### src/include/lov_pkg.sv
package lov_pkg;
  // Point function kinds
  typedef enum logic [2:0] {
    LOV_FN_BIN_IN,
    LOV_FN_ANA_IN,
    LOV_FN_TEMP_IN,
    LOV_FN_BIN_OUT,
    LOV_FN_ANA_OUT,
    LOV_FN_MULTI_OUT
  } lov_fn_t;
  // Tri-colour lamp codes
  localparam logic [1:0] LOV_COL_OFF = 2'h0;
  localparam logic [1:0] LOV_COL_GREEN = 2'h1;
  localparam logic [1:0] LOV_COL_RED = 2'h2;
  localparam logic [1:0] LOV_COL_YELLOW = 2'h3;
  // Timing
  localparam int LOV_CLK_HZ = 10000000;
  localparam int LOV_DEBOUNCE_US = 10000;
  localparam int LOV_DEBOUNCE_CYC = LOV_DEBOUNCE_US * (LOV_CLK_HZ / 1000000);
  localparam int LOV_REPEAT_DELAY_MS = 500;
  localparam int LOV_REPEAT_DELAY_CYC = LOV_REPEAT_DELAY_MS * (LOV_CLK_HZ / 1000);
  localparam int LOV_REPEAT_MS = 200;
  localparam int LOV_REPEAT_CYC = LOV_REPEAT_MS * (LOV_CLK_HZ / 1000);
  localparam int LOV_HOLD_MS = 1000;
  localparam int LOV_HOLD_CYC = LOV_HOLD_MS * (LOV_CLK_HZ / 1000);
  localparam int LOV_FLASH_MS = 250;
  localparam int LOV_FLASH_CYC = LOV_FLASH_MS * (LOV_CLK_HZ / 1000);
  localparam int LOV_ERR_MS = 500;
  localparam int LOV_ERR_CYC = LOV_ERR_MS * (LOV_CLK_HZ / 1000);
  localparam int LOV_CNT_W = 24;
endpackage

### src/rtl/lov_key.sv
`timescale 1ns/1ps
// Debounced key with press, hold and auto-repeat events
module lov_key #(
  parameter int DEBOUNCE_CYC = lov_pkg::LOV_DEBOUNCE_CYC,
  parameter int DELAY_CYC = lov_pkg::LOV_REPEAT_DELAY_CYC,
  parameter int REPEAT_CYC = lov_pkg::LOV_REPEAT_CYC,
  parameter int HOLD_CYC = lov_pkg::LOV_HOLD_CYC
) (
  // Clock and reset
  input wire logic sys_clk_in,
  input wire logic rst_in,
  // Raw key from pin
  input wire logic key_in,
  // Events
  output logic step_out,
  output logic hold_out,
  output logic level_out
);
  typedef struct packed {
    logic s1;
    logic s2;
    logic stable;
    logic [lov_pkg::LOV_CNT_W-1:0] db_cnt;
    logic [lov_pkg::LOV_CNT_W-1:0] rep_cnt;
    logic [lov_pkg::LOV_CNT_W-1:0] hold_cnt;
    logic held;
    logic step;
    logic hold;
  } lov_key_st_t;
  lov_key_st_t st;
  lov_key_st_t next_st;
  localparam int LOV_CNT_W = lov_pkg::LOV_CNT_W;

  initial begin
    if (DEBOUNCE_CYC < 1 || DELAY_CYC < 1 || REPEAT_CYC < 1 || HOLD_CYC < 1 ||
        HOLD_CYC >= (1 << lov_pkg::LOV_CNT_W) || DELAY_CYC >= (1 << lov_pkg::LOV_CNT_W))
      $error("lov_key: bad timing parameters");
  end

  // Sync, debounce, then first step, delay, repeat at fixed interval
  always_comb begin
    next_st = st;
    next_st.s1 = key_in;
    next_st.s2 = st.s1;
    next_st.step = 1'b0;
    next_st.hold = 1'b0;
    if (st.s2 == st.stable) begin
      next_st.db_cnt = '0;
    end else if (st.db_cnt == LOV_CNT_W'(DEBOUNCE_CYC - 1)) begin
      next_st.stable = st.s2;
      next_st.db_cnt = '0;
      next_st.rep_cnt = LOV_CNT_W'(DELAY_CYC);
      next_st.hold_cnt = '0;
      next_st.held = 1'b0;
      next_st.step = st.s2;
    end else begin
      next_st.db_cnt = st.db_cnt + 1'b1;
    end
    if (st.stable && st.s2 == st.stable) begin
      if (st.rep_cnt == '0) begin
        next_st.rep_cnt = LOV_CNT_W'(REPEAT_CYC - 1);
        next_st.step = 1'b1;
      end else begin
        next_st.rep_cnt = st.rep_cnt - 1'b1;
      end
      if (!st.held) begin
        if (st.hold_cnt == LOV_CNT_W'(HOLD_CYC - 1)) begin
          next_st.held = 1'b1;
          next_st.hold = 1'b1;
        end else begin
          next_st.hold_cnt = st.hold_cnt + 1'b1;
        end
      end
    end
  end

  always_ff @(posedge sys_clk_in) begin
    if (rst_in) begin
      st <= '0;
    end else begin
      st <= next_st;
    end
  end

  assign step_out = st.step;
  assign hold_out = st.hold;
  assign level_out = st.stable;
endmodule

### src/rtl/lov_panel.sv
`timescale 1ns/1ps
// Functional notes
// Module lamp steady on when healthy
// Module lamp off: no supply, parked, fault
// Binary point lamp follows active state
// Analog lamp brightness proportional; temperature dark
// Tri-colour: green normal, red alarm, yellow service
// Contact polarity gives process value; the code ignores inverse_in for pv, polarity only moves the lamp
// Override only outputs; input attempt errors
// Override works without bus master
// Entering override keeps last output
// Auto returns control to bus value
// Report override, flag overridden, store persistently
// Per-function override disable honoured
// Multistate outputs never two active
// Held centre key toggles override
// Plus raises, minus lowers output
// Steps saturate, never wrap
// Plus/minus without override gives error
// Yellow override lamp shows override active
// Multistage function flashes all its lamps
// Priority: override, functional test, bus
// No address key: safe inactive
// Key swivelled out: loads off, save request
// Debounced keys with delayed auto-repeat
module lov_panel #(
  parameter int N = 4,
  parameter int VW = 4,
  parameter int DEBOUNCE_CYC = lov_pkg::LOV_DEBOUNCE_CYC,
  parameter int DELAY_CYC = lov_pkg::LOV_REPEAT_DELAY_CYC,
  parameter int REPEAT_CYC = lov_pkg::LOV_REPEAT_CYC,
  parameter int HOLD_CYC = lov_pkg::LOV_HOLD_CYC,
  parameter int FLASH_CYC = lov_pkg::LOV_FLASH_CYC,
  parameter int ERR_CYC = lov_pkg::LOV_ERR_CYC
) (
  // Clock and reset
  input wire logic sys_clk_in,
  input wire logic rst_in,
  // Module condition (pins)
  input wire logic supply_ok_in,
  input wire logic parked_in,
  input wire logic hw_fault_in,
  input wire logic addr_key_in,
  // Function configuration, one per point
  input wire logic [N*3-1:0] fn_kind_in,
  input wire logic [N-1:0] inverse_in,
  input wire logic [N-1:0] ovr_disable_in,
  input wire logic [N-1:0] tricolour_in,
  input wire logic [N-1:0] alarm_in,
  input wire logic [N-1:0] service_in,
  input wire logic [N-1:0] group_in,
  // Field side
  input wire logic [N-1:0] contact_in,
  input wire logic [N*VW-1:0] analog_in,
  // Value sources
  input wire logic [N*VW-1:0] bus_value_in,
  input wire logic [N-1:0] test_active_in,
  input wire logic [N*VW-1:0] test_value_in,
  // Persistent store restore
  input wire logic [N-1:0] stored_ovr_in,
  input wire logic [N*VW-1:0] stored_value_in,
  // Keys per point: plus, centre, minus (pins)
  input wire logic [N-1:0] key_plus_in,
  input wire logic [N-1:0] key_mid_in,
  input wire logic [N-1:0] key_minus_in,
  // Lamps
  output logic module_lamp_out,
  output logic [N-1:0] point_lamp_out,
  output logic [N*2-1:0] point_colour_out,
  output logic [N-1:0] ovr_lamp_out,
  output logic [N-1:0] error_out,
  // Outputs and reports
  output logic [N*VW-1:0] out_value_out,
  output logic [N-1:0] process_value_field_out,
  output logic [N-1:0] status_flag_field_out,
  output logic ovr_event_out,
  output logic store_we_out,
  output logic [N-1:0] store_ovr_out,
  output logic [N*VW-1:0] store_value_out,
  output logic save_req_out
);
  localparam int VMAX = (1 << VW) - 1;

  typedef struct packed {
    logic [2:0] sync_a;
    logic [2:0] sync_b;
    logic key_prev;
    logic restored;
    logic [lov_pkg::LOV_CNT_W-1:0] flash_cnt;
    logic flash;
    logic [N-1:0] ovr;
    logic [N*VW-1:0] ovr_val;
    logic [N*VW-1:0] last_out;
    logic [N*VW-1:0] outv;
    logic [N-1:0] err;
    logic [N*lov_pkg::LOV_CNT_W-1:0] err_cnt;
    logic [VW-1:0] pwm;
    logic module_lamp;
    logic [N-1:0] lamp;
    logic [N*2-1:0] colour;
    logic [N-1:0] pv;
    logic evt;
    logic we;
    logic save;
  } lov_st_t;
  lov_st_t st;
  lov_st_t next_st;

  logic [N-1:0] step_up;
  logic [N-1:0] step_dn;
  logic [N-1:0] mid_hold;
  logic [N-1:0] plus_lvl;
  logic [N-1:0] minus_lvl;
  logic [N-1:0] contact_s1;
  logic [N-1:0] contact_s2;
  logic hw_fault_s1;
  logic hw_fault_in_q;
  localparam int LOV_CNT_W = lov_pkg::LOV_CNT_W;

  initial begin
    if (N < 1 || VW < 1 || VW > 8 || FLASH_CYC < 1 || ERR_CYC < 1)
      $error("lov_panel: unsupported parameters");
  end

  // Output-type decode, used in several places
  function automatic logic is_output(input logic [2:0] k);
    is_output = k == lov_pkg::LOV_FN_BIN_OUT || k == lov_pkg::LOV_FN_ANA_OUT ||
                k == lov_pkg::LOV_FN_MULTI_OUT;
  endfunction

  // ==========================================================
  // Key conditioning
  genvar g;
  generate
    for (g = 0; g < N; g++) begin : gen_keys
      lov_key #(.DEBOUNCE_CYC(DEBOUNCE_CYC), .DELAY_CYC(DELAY_CYC),
                .REPEAT_CYC(REPEAT_CYC), .HOLD_CYC(HOLD_CYC)) u_plus (
        .sys_clk_in(sys_clk_in), .rst_in(rst_in), .key_in(key_plus_in[g]),
        .step_out(step_up[g]), .hold_out(), .level_out(plus_lvl[g]));
      lov_key #(.DEBOUNCE_CYC(DEBOUNCE_CYC), .DELAY_CYC(DELAY_CYC),
                .REPEAT_CYC(REPEAT_CYC), .HOLD_CYC(HOLD_CYC)) u_minus (
        .sys_clk_in(sys_clk_in), .rst_in(rst_in), .key_in(key_minus_in[g]),
        .step_out(step_dn[g]), .hold_out(), .level_out(minus_lvl[g]));
      lov_key #(.DEBOUNCE_CYC(DEBOUNCE_CYC), .DELAY_CYC(DELAY_CYC),
                .REPEAT_CYC(REPEAT_CYC), .HOLD_CYC(HOLD_CYC)) u_mid (
        .sys_clk_in(sys_clk_in), .rst_in(rst_in), .key_in(key_mid_in[g]),
        .step_out(), .hold_out(mid_hold[g]), .level_out());
    end
  endgenerate

  // Contacts come from the field, so synchronise them
  always_ff @(posedge sys_clk_in) begin
    if (rst_in) begin
      contact_s1 <= '0;
      contact_s2 <= '0;
    end else begin
      contact_s1 <= contact_in;
      contact_s2 <= contact_s1;
    end
  end

  // ==========================================================
  // Main next-state logic
  always_comb begin
    logic healthy;
    logic key_ok;
    logic any_group;
    logic [2:0] kind;
    logic [VW-1:0] v;
    logic [VW-1:0] src;
    logic [VW-1:0] lvl;
    logic multi_taken;
    logic [lov_pkg::LOV_CNT_W-1:0] ec;
    healthy = 1'b0;
    key_ok = 1'b0;
    any_group = 1'b0;
    kind = '0;
    v = '0;
    src = '0;
    lvl = '0;
    multi_taken = 1'b0;
    ec = '0;
    next_st = st;
    next_st.sync_a = {hw_fault_in, parked_in, supply_ok_in};
    next_st.sync_b = st.sync_a;
    next_st.sync_a[2] = addr_key_in;
    next_st.sync_b[2] = st.sync_a[2];
    next_st.evt = 1'b0;
    next_st.we = 1'b0;
    next_st.save = 1'b0;
    next_st.pwm = st.pwm + 1'b1;
    // Fault pin shares no stage with the address key; use supply_ok as the second key gate
    key_ok = st.sync_b[2] && st.sync_b[0];
    healthy = st.sync_b[0] && !st.sync_b[1] && !hw_fault_in_q;
    next_st.module_lamp = healthy && key_ok;
    next_st.key_prev = st.sync_b[2];
    // Key swivelled out: ask master to save in the same cycle the loads drop
    if (st.key_prev && !st.sync_b[2]) begin
      next_st.save = 1'b1;
    end
    if (st.flash_cnt == LOV_CNT_W'(FLASH_CYC - 1)) begin
      next_st.flash_cnt = '0;
      next_st.flash = !st.flash;
    end else begin
      next_st.flash_cnt = st.flash_cnt + 1'b1;
    end
    if (!st.restored && key_ok) begin
      next_st.restored = 1'b1;
      next_st.ovr = stored_ovr_in & ~ovr_disable_in;
      next_st.ovr_val = stored_value_in;
    end
    for (int i = 0; i < N; i++) begin
      kind = fn_kind_in[i*3 +: 3];
      ec = st.err_cnt[i*LOV_CNT_W +: LOV_CNT_W];
      if (ec != '0) begin
        next_st.err_cnt[i*LOV_CNT_W +: LOV_CNT_W] = ec - 1'b1;
      end else begin
        next_st.err[i] = 1'b0;
      end
      if (key_ok && st.restored) begin
        if (mid_hold[i]) begin
          if (!is_output(kind) || ovr_disable_in[i]) begin
            next_st.err[i] = 1'b1;
            next_st.err_cnt[i*LOV_CNT_W +: LOV_CNT_W] = LOV_CNT_W'(ERR_CYC);
          end else begin
            next_st.ovr[i] = !st.ovr[i];
            next_st.ovr_val[i*VW +: VW] = st.last_out[i*VW +: VW];
            next_st.evt = 1'b1;
            next_st.we = 1'b1;
          end
        end else if (step_up[i] || step_dn[i]) begin
          if (!st.ovr[i] || !is_output(kind)) begin
            next_st.err[i] = 1'b1;
            next_st.err_cnt[i*LOV_CNT_W +: LOV_CNT_W] = LOV_CNT_W'(ERR_CYC);
          end else begin
            v = st.ovr_val[i*VW +: VW];
            if (kind == lov_pkg::LOV_FN_BIN_OUT) begin
              v = step_up[i] ? VW'(1) : '0;
            end else if (step_up[i] && v != VW'(VMAX)) begin
              v = v + 1'b1;
            end else if (step_dn[i] && v != '0) begin
              v = v - 1'b1;
            end
            next_st.ovr_val[i*VW +: VW] = v;
            next_st.evt = 1'b1;
            next_st.we = 1'b1;
          end
        end
      end
      if (ovr_disable_in[i]) begin
        next_st.ovr[i] = 1'b0;
      end
      // Source selection; with the key out every load is off
      if (next_st.ovr[i]) begin
        src = next_st.ovr_val[i*VW +: VW];
      end else if (test_active_in[i]) begin
        src = test_value_in[i*VW +: VW];
      end else begin
        src = bus_value_in[i*VW +: VW];
      end
      if (!key_ok || !is_output(kind)) begin
        src = '0;
      end
      if (kind == lov_pkg::LOV_FN_BIN_OUT) begin
        src = VW'(src != '0);
      end
      // Only the lowest active multistate point may drive
      if (kind == lov_pkg::LOV_FN_MULTI_OUT) begin
        src = VW'(src != '0 && !multi_taken);
        multi_taken = multi_taken | (src != '0);
      end
      next_st.outv[i*VW +: VW] = src;
      if (is_output(kind)) begin
        next_st.last_out[i*VW +: VW] = src;
      end
      // Closed contact reads 1 in both types; polarity only moves the lamp
      next_st.pv[i] = contact_s2[i];
      // Lamps
      lvl = kind == lov_pkg::LOV_FN_ANA_IN ? analog_in[i*VW +: VW] : src;
      unique case (kind)
        lov_pkg::LOV_FN_BIN_IN: next_st.lamp[i] = contact_s2[i] ^ inverse_in[i];
        lov_pkg::LOV_FN_BIN_OUT: next_st.lamp[i] = src[0];
        lov_pkg::LOV_FN_MULTI_OUT: next_st.lamp[i] = src[0];
        lov_pkg::LOV_FN_TEMP_IN: next_st.lamp[i] = 1'b0;
        default: next_st.lamp[i] = lvl > st.pwm;
      endcase
      if (group_in[i] && next_st.ovr[i]) begin
        any_group = 1'b1;
      end
      if (!key_ok) begin
        next_st.lamp[i] = 1'b0;
      end
      if (!tricolour_in[i]) begin
        next_st.colour[i*2 +: 2] = lov_pkg::LOV_COL_GREEN;
      end else if (alarm_in[i]) begin
        next_st.colour[i*2 +: 2] = lov_pkg::LOV_COL_RED;
      end else if (service_in[i]) begin
        next_st.colour[i*2 +: 2] = lov_pkg::LOV_COL_YELLOW;
      end else begin
        next_st.colour[i*2 +: 2] = lov_pkg::LOV_COL_GREEN;
      end
    end
    // Multistage group under override: all its lamps flash together
    for (int i = 0; i < N; i++) begin
      if (any_group && group_in[i] && key_ok) begin
        next_st.lamp[i] = st.flash;
      end
    end
  end

  // Fault pin synchroniser kept apart from the packed state
  always_ff @(posedge sys_clk_in) begin
    if (rst_in) begin
      hw_fault_s1 <= 1'b0;
      hw_fault_in_q <= 1'b0;
    end else begin
      hw_fault_s1 <= hw_fault_in;
      hw_fault_in_q <= hw_fault_s1;
    end
  end

  // State register
  always_ff @(posedge sys_clk_in) begin
    if (rst_in) begin
      st <= '0;
    end else begin
      st <= next_st;
    end
  end

  // ==========================================================
  // Outputs, all from flip-flops
  assign module_lamp_out = st.module_lamp;
  assign point_lamp_out = st.lamp;
  assign point_colour_out = st.colour;
  assign ovr_lamp_out = st.ovr;
  assign error_out = st.err;
  assign out_value_out = st.outv;
  assign process_value_field_out = st.pv;
  assign status_flag_field_out = st.ovr;
  assign ovr_event_out = st.evt;
  assign store_we_out = st.we;
  assign store_ovr_out = st.ovr;
  assign store_value_out = st.ovr_val;
  assign save_req_out = st.save;
endmodule
### config.mk
export PLATFORM = sky130hd
export DESIGN_NAME = lov_panel
export DESIGN_NICKNAME = d
export VERILOG_FILES = /design/src/include/lov_pkg.sv /design/src/rtl/lov_key.sv /design/src/rtl/lov_panel.sv
export SDC_FILE = /design/constraint.sdc
export NUM_CORES = 2
export LEC_CHECK = 0
export BUFFER_PORTS_ARGS = -buffer_cell sky130_fd_sc_hd__clkbuf_2
export CORE_UTILIZATION = 35
export DETAILED_ROUTE_END_ITERATION = 10
export PLACE_DENSITY = 0.52
export SYNTH_ARGS = -nofsm -noshare
export SYNTH_HDL_FRONTEND = slang
export SYNTH_SLANG_ARGS = --single-unit
### constraint.sdc
create_clock -name sys_clk_in -period 3.6 [get_ports sys_clk_in]
set_input_delay 0.36 -clock sys_clk_in [delete_from_list [all_inputs] [get_ports sys_clk_in]]
set_output_delay 0.36 -clock sys_clk_in [all_outputs]
set_load 0.005 [all_outputs]
# Yosys cells after proc, flatten, opt, wreduce, memory -nomap -nowiden

Index checks and enable logic that the tools add are counted.

Add/sub/neg operators: 50
Magnitude comparators: 4
Eq/ne operators: 73
Mux-type cells: 297
Bitwise logic cells: 28
Reduce and logical (&&, ||, !) cells: 176

Operators by type and width:

| cell                                                                     | count |
|---|---|
| 50-bit two-way mux                                                       | 24 |
| 24-bit two-way mux                                                       | 48 |
| 51-bit two-way mux                                                       | 12 |
| 24-bit by 1-bit adder with 24-bit output (second input constant)         | 25 |
| 24-bit by 1-bit subtractor with 24-bit output (second input constant)    | 16 |
| 25-bit two-way mux                                                       | 12 |
| 24-bit by 17-bit equality test with 1-bit output (second input constant) | 12 |
| 24-bit equality test (second input constant)                             | 12 |
| 24-bit logical NOT                                                       | 12 |
| 4-bit two-way mux                                                        | 56 |
| 1-bit two-way mux                                                        | 112 |
| 24-bit nonzero test                                                      | 4 |
| 2-bit two-way mux                                                        | 28 |
| 2-bit AND reduction                                                      | 24 |
| 4-bit nonzero test                                                       | 12 |
| 3-bit OR reduction                                                       | 16 |
| 1-bit logical AND                                                        | 42 |
| 24-bit by 22-bit equality test with 1-bit output (second input constant) | 1 |
| 3-bit by 2-bit equality test with 1-bit output (second input constant)   | 8 |
| 3-bit equality test (second input constant)                              | 8 |
| 1-bit logical OR                                                         | 24 |
| 2-bit inequality test (second input constant)                            | 12 |
| 2-bit nonzero test                                                       | 12 |
| 4-bit by 1-bit adder with 4-bit output (second input constant)           | 5 |
| other kinds (15)                                                         | 91 |

Register bits: 1143
Bits of input ports: 130
Logic and storage cells: 755

# Logic depth before layout (Yosys ltp)

Depth in word-level cells: 31
Mapped depth: 22
Mapped depth without buffers: 21

# Cells and area by module

A second synthesis with hierarchy kept.

Cell total of the unflattened synthesis: 7376
Area, all modules: 60583.1 µm²

By module, submodules not included:

| module                           | instances | cells each | area an instance (µm²) | sequential area each (µm²) |
|---|---|---|---|---|
| lov_key at gen_keys[0].u_mid ... | 11        | 485        | 4003.8                 | 1561.5 |
| lov_panel                        | 1         | 1519       | 12311.8                | 4364.2 |
| lov_key at gen_keys[1].u_mid     | 1         | 522        | 4229.1                 | 1561.5 |

# Worst setup path before layout

No wires, ideal clock.

Path kind: reg-to-reg
Start: register st, in the netlist store_value_out[8]
End: register st, in the netlist point_lamp_out[3]
Setup time: 0.092 ns
Arrival time: 3.739 ns
Required time: 3.508 ns
Path slack: -0.232 ns
Stages on the path, launching flop included: 21
Path buffers: 0
Clock period less this slack: 3.832 ns
Path through: dfxtp_1 inv_1 ha_1 nand2b_1 and4_1 or3b_2 a311oi_1 a221o_1 a21oi_1 a2111oi_4 o211ai_1 a31o_2 ha_1 nor2b_1 o21ai_0 nand2b_1 a21oi_1 a41o_1 a221oi_1 o311ai_0 o32ai_1

Longest elaborated chain between the ends: 25

Ends and longest elaborated chain:

| element                                                                             | RTL line         | RTL |
|---|---|---|
| start, declared                                                                     | lov_panel.sv:106 | `lov_st_t st;` |
| start signal, assigned                                                              | lov_panel.sv:327 | `st <= next_st;` |
| branches (longest 8 deep; another with 4-bit by 1-bit subtractor with 4-bit output) | -                |  |
| 4-bit two-way mux (*)                                                               | lov_panel.sv:220 | `if (key_ok && st.restored) begin` |
| 4-bit two-way mux (*)                                                               | lov_panel.sv:254 | `if (next_st.ovr[i]) begin` |
| 4-bit two-way mux (*)                                                               | lov_panel.sv:261 | `if (!key_ok \|\| !is_output(kind)) begin` |
| 4-bit nonzero test                                                                  | lov_panel.sv:265 | `src = VW'(src != '0);` |
| 4-bit two-way mux (*)                                                               | lov_panel.sv:264 | `if (kind == lov_pkg::LOV_FN_BIN_OUT) begin` |
| 4-bit nonzero test (*)                                                              | lov_panel.sv:269 | `src = VW'(src != '0 && !multi_taken);` |
| 1-bit logical AND (*)                                                               | lov_panel.sv:269 |  |
| [2 not listed]                                                                      | -                |  |
| 1-bit logical NOT (*)                                                               | lov_panel.sv:269 |  |
| 1-bit logical AND (*)                                                               | lov_panel.sv:269 |  |
| 4-bit two-way mux (*)                                                               | lov_panel.sv:268 | `if (kind == lov_pkg::LOV_FN_MULTI_OUT) begin` |
| 4-bit two-way mux                                                                   | lov_panel.sv:279 | `lvl = kind == lov_pkg::LOV_FN_ANA_IN ? analog_in[i*VW +: VW] : src;` |
| 4-bit greater-than comparator                                                       | lov_panel.sv:285 | `default: next_st.lamp[i] = lvl > st.pwm;` |
| 1-bit one-hot mux with 3 select lines (*)                                           | lov_panel.sv:280 | `unique case (kind)` |
| 1-bit two-way mux (*)                                                               | lov_panel.sv:290 | `if (!key_ok) begin` |
| 1-bit two-way mux (*)                                                               | lov_panel.sv:305 | `if (any_group && group_in[i] && key_ok) begin` |

Mark *: on every way between the ends.
A chain may end at the register's enable or synchronous reset.

# Worst setup path after layout

Start: register st, in the netlist store_value_out[5]
End: register st, in the netlist point_lamp_out[3]

Longest elaborated chain between the ends: 29

Ends and longest elaborated chain:

| element                                                                             | RTL line |
|---|---|
| branches (longest 8 deep; another with 4-bit by 1-bit subtractor with 4-bit output) | - |
| 4-bit two-way mux (*)                                                               | lov_panel.sv:220 |
| 4-bit two-way mux (*)                                                               | lov_panel.sv:254 |
| 4-bit two-way mux (*)                                                               | lov_panel.sv:261 |
| 4-bit nonzero test                                                                  | lov_panel.sv:265 |
| 4-bit two-way mux (*)                                                               | lov_panel.sv:264 |
| 4-bit nonzero test (*)                                                              | lov_panel.sv:269 |
| 1-bit logical AND (*)                                                               | lov_panel.sv:269 |
| [6 not listed]                                                                      | - |
| 1-bit logical NOT (*)                                                               | lov_panel.sv:269 |
| 1-bit logical AND (*)                                                               | lov_panel.sv:269 |
| 4-bit two-way mux (*)                                                               | lov_panel.sv:268 |
| 4-bit two-way mux                                                                   | lov_panel.sv:279 |
| 4-bit greater-than comparator                                                       | lov_panel.sv:285 |
| 1-bit one-hot mux with 3 select lines (*)                                           | lov_panel.sv:280 |
| 1-bit two-way mux (*)                                                               | lov_panel.sv:290 |
| 1-bit two-way mux (*)                                                               | lov_panel.sv:305 |

Marks and branches as above.

==> impl_metrics.toml <==
[setup_path]
reg2reg_from = "store_value_out[5]"
crit_family = "compound AO/OA/AOI/OAI gates"
cp_slowest_stage_delay_ns = 0.47
ff2ff_setup_slack_ns = -0.31
crit_type = "register to register"
slowest_stage = "or4_1"
crit_required_ns = 4.14
critPathMaxFanout = 4
rr_worst_depth = 19
endpoint_kind = "register"
path_buf_inv = 0
startpoint_type = "register"
worstPathArrival_ns = 4.45
path_cells = "or3_4 -> or4_1 -> nand3b_1 -> a21oi_2 -> o31ai_4 -> o32ai_4 -> o21ai_2 -> o211ai_1 -> a31o_2 -> ha_2 -> nor2b_1 -> o21ai_1 -> nand2b_1 -> a21oi_1 -> a41o_1 -> o32a_1 -> nand2_1 -> o21ai_1 -> o32ai_1"
rr_endpoint = "point_lamp_out[3]"
cpMostUsedCell = "o21ai_1"

[global_routing]
first_global_vias = 34700
antenna_found_initial = 5
grt_pass1_wl_mm = 181
overflow = 0
grt_max_degree = 70
track_usage = 0.179

[clock_network]
tritoncts = "built"
cts_root_buf = "clkbuf_16"
clockBufferDepth = 3
cts_max_level = 3
cts_buffers = 99
path_clk_slew_ns = 0.06
cts.sinks = 846
worstSkewPairLatency_ns = 0.66

[worst_hold_path]
hold_path_class = "input port to register"
min_to = "gen_keys[0].u_minus.st[38]"
hold_depth = 2
hold_path.startpoint = "rst_in"

[logic_synthesis]
ys_types = 91
synth-seq-area-share = 0.408
syn_nets = 5388
yosysWarnings = 0
synthArstFlopShare = 0
yosysMostFrequentCell = "dfxtp_1"
yosys.area.top_type = "dfxtp_1"
ys_top_cells_by_area = "dfxtp_1, nor2_1, a21oi_1, xor2_1, nand2_1"
syn_area_sq_um = 41600
synthCells = 5180
synth_edf_count = 0
ys_seq_elements = 846
synthTopCellsByCount = "dfxtp_1, nor2_1, nand2_1, a21oi_1, xor2_1"
netlist.area_leader.share = 0.408
yosys_most_used_dff = "dfxtp_1"
synth.avg_cell_area_sq_um = 8.02

[sta]
hold_violations = 0
setup_viol = 4
min_period_ns = 3.91
finalMaxSlewViolations = 0
finClkSkew_ns = 0.0169
tns_ns = -0.475
fmaxAchievable_mhz = 256
fin_crit_sh = 1.09
rsz0062_at_grt = "true"
maxSlewHeadroom = 0.348
worstMarginPinSlew_ns = 0.971
setup_slack_ns = -0.311

[floorplan]
pin_count = 198
die_x_microns = 347
dieHeight_microns = 347
start_util = 0.352
num_rows = 126
coreArea_sq_um = 118000
die-area_sq_um = 120000

[placed_design]
dp_hpwl_mm = 78.1
dp_cells = 6929
place_area_sq_um = 45300
portBuffers = 197
place.gp.congestion = 0.895

[final_layout]
final_cells = 7163
fin_nets = 5758
final_core_util = 0.421
synthToLayoutAreaGrowth_pct = 19.5
drive_gt1_frac = 0.148
finalInstanceArea_sq_um = 49700

[detailed_routing]
dr_total_vias = 36900
drt.antenna.violating_nets = 0
drtIter0Drc = 2011
drtPass1Iterations = 5
wire_per_inst_microns = 15.5
drc_errors = 0
routed_via_density = 5.16
wirelength_mm = 111

[run_status]
violations = "setup timing"
status = "complete, but fails checks"

[pwr]
pwr_density_cell_nw_per_um2 = 483
ir_worst_vdd_mv = 0.397
leakagePower_nw = 18.5
totalPowerFinal_mw = 24.0

[flow_run]
drv_cap = 0
## registers in the layout, indices dropped and copies added, names as in the netlist, 8 cells and up
| register | count |
|---|---|
| gen_keys.u_mid.st | 200 |
| gen_keys.u_minus.st | 196 |
| gen_keys.u_plus.st | 196 |
| st | 145 |
| out_value_out | 16 |
| store_value_out | 16 |
| point_colour_out | 8 |
## cell usage in the layout (no fill, tap or decap), types with 50 or more instances in the layout
cell       count
a21oi_1      403
a211oi_1      50
nand3_1      233
xnor2_1      188
ha_1          70
inv_1        129
xor2_1       236
clkbuf_2     196
or3_1        109
nand2_1      452
o21ai_0      208
and3_1       107
nor3_1       198
nand2b_1      54
nor2_1       760
nor4_1       117
nor2b_1       85
buf_4        286
nand4_1       88
clkbuf_16    103
dfxtp_1      834
## logic make-up after synthesis
family | Yosys count | share of synthesized area
fa+ha+maj | 78 | 0.0235
compound gates | 959 | 0.139
xor+xnor | 424 | 0.0894
mux | 26 | 0.00650
simple gates | 2451 | 0.291
flops | 846 | 0.408
buf+inv | 396 | 0.0426
## routing by layer
layer | vias up | track usage | wire length (microns)
met4 | 0 | 0.0564 | 2910
met1 | 17300 | 0.241 | 53600
met2 | 568 | 0.294 | 50300
met5 | - | 0 | 0
met3 | 171 | 0.0255 | 4370
li1 | 18900 | - | -
## where the power goes
group	switching (mW)	internal (mW)	leakage, nW
registers	0.432	9.89	6.85
logic	1.77	1.48	9.97
clock network	4.08	6.34	1.67
total	6.29	17.7	18.5
## timing repair
action	in CTS	in global routing
resized for setup	86	34
endpoints found under the setup margin	4	4
hold endpoints to repair	29	0
pin swaps	43	38
setup buffers	15	5
hold buffers	37	0
## stage by stage
step / hold slack (ns) / setup slack [ns]
4_1_cts: 0.0300 / -0.291
2_1_floorplan: 0.375 / -0.0000502
5_1_grt: 0.0658 / -0.439
3_3_place_gp: 0.401 / -0.385
3_5_place_dp: 0.391 / -0.501
6_report: 0.0881 / -0.311
## worst max path at each step
stage,to,cells past startpoint,start
finish,point_lamp_out[3],19,store_value_out[5]
global route,point_lamp_out[3],22,store_value_out[8]
CTS,point_lamp_out[3],21,store_value_out[8]
detailed placement,point_lamp_out[3],20,fn_kind_in[2]
global placement,point_lamp_out[2],22,fn_kind_in[4]
floorplan,point_lamp_out[3],19,fn_kind_in[10]
## cell type report
| cell class | count | area [sq um] |
|---|---|---|
| Fill cell | 11900 | 68300 |
| Multi-Input combinational cell | 3938 | 23300 |
| Sequential cell | 846 | 17000 |
| Timing Repair Buffer | 527 | 3590 |
| Clock buffer | 148 | 3030 |
| Tap cell | 1536 | 1920 |
| Inverter | 138 | 524 |
| Clock inverter | 28 | 362 |
| Antenna cell | 2 | 5.00 |
No activity file was read; power rests on OpenSTA's default activity.
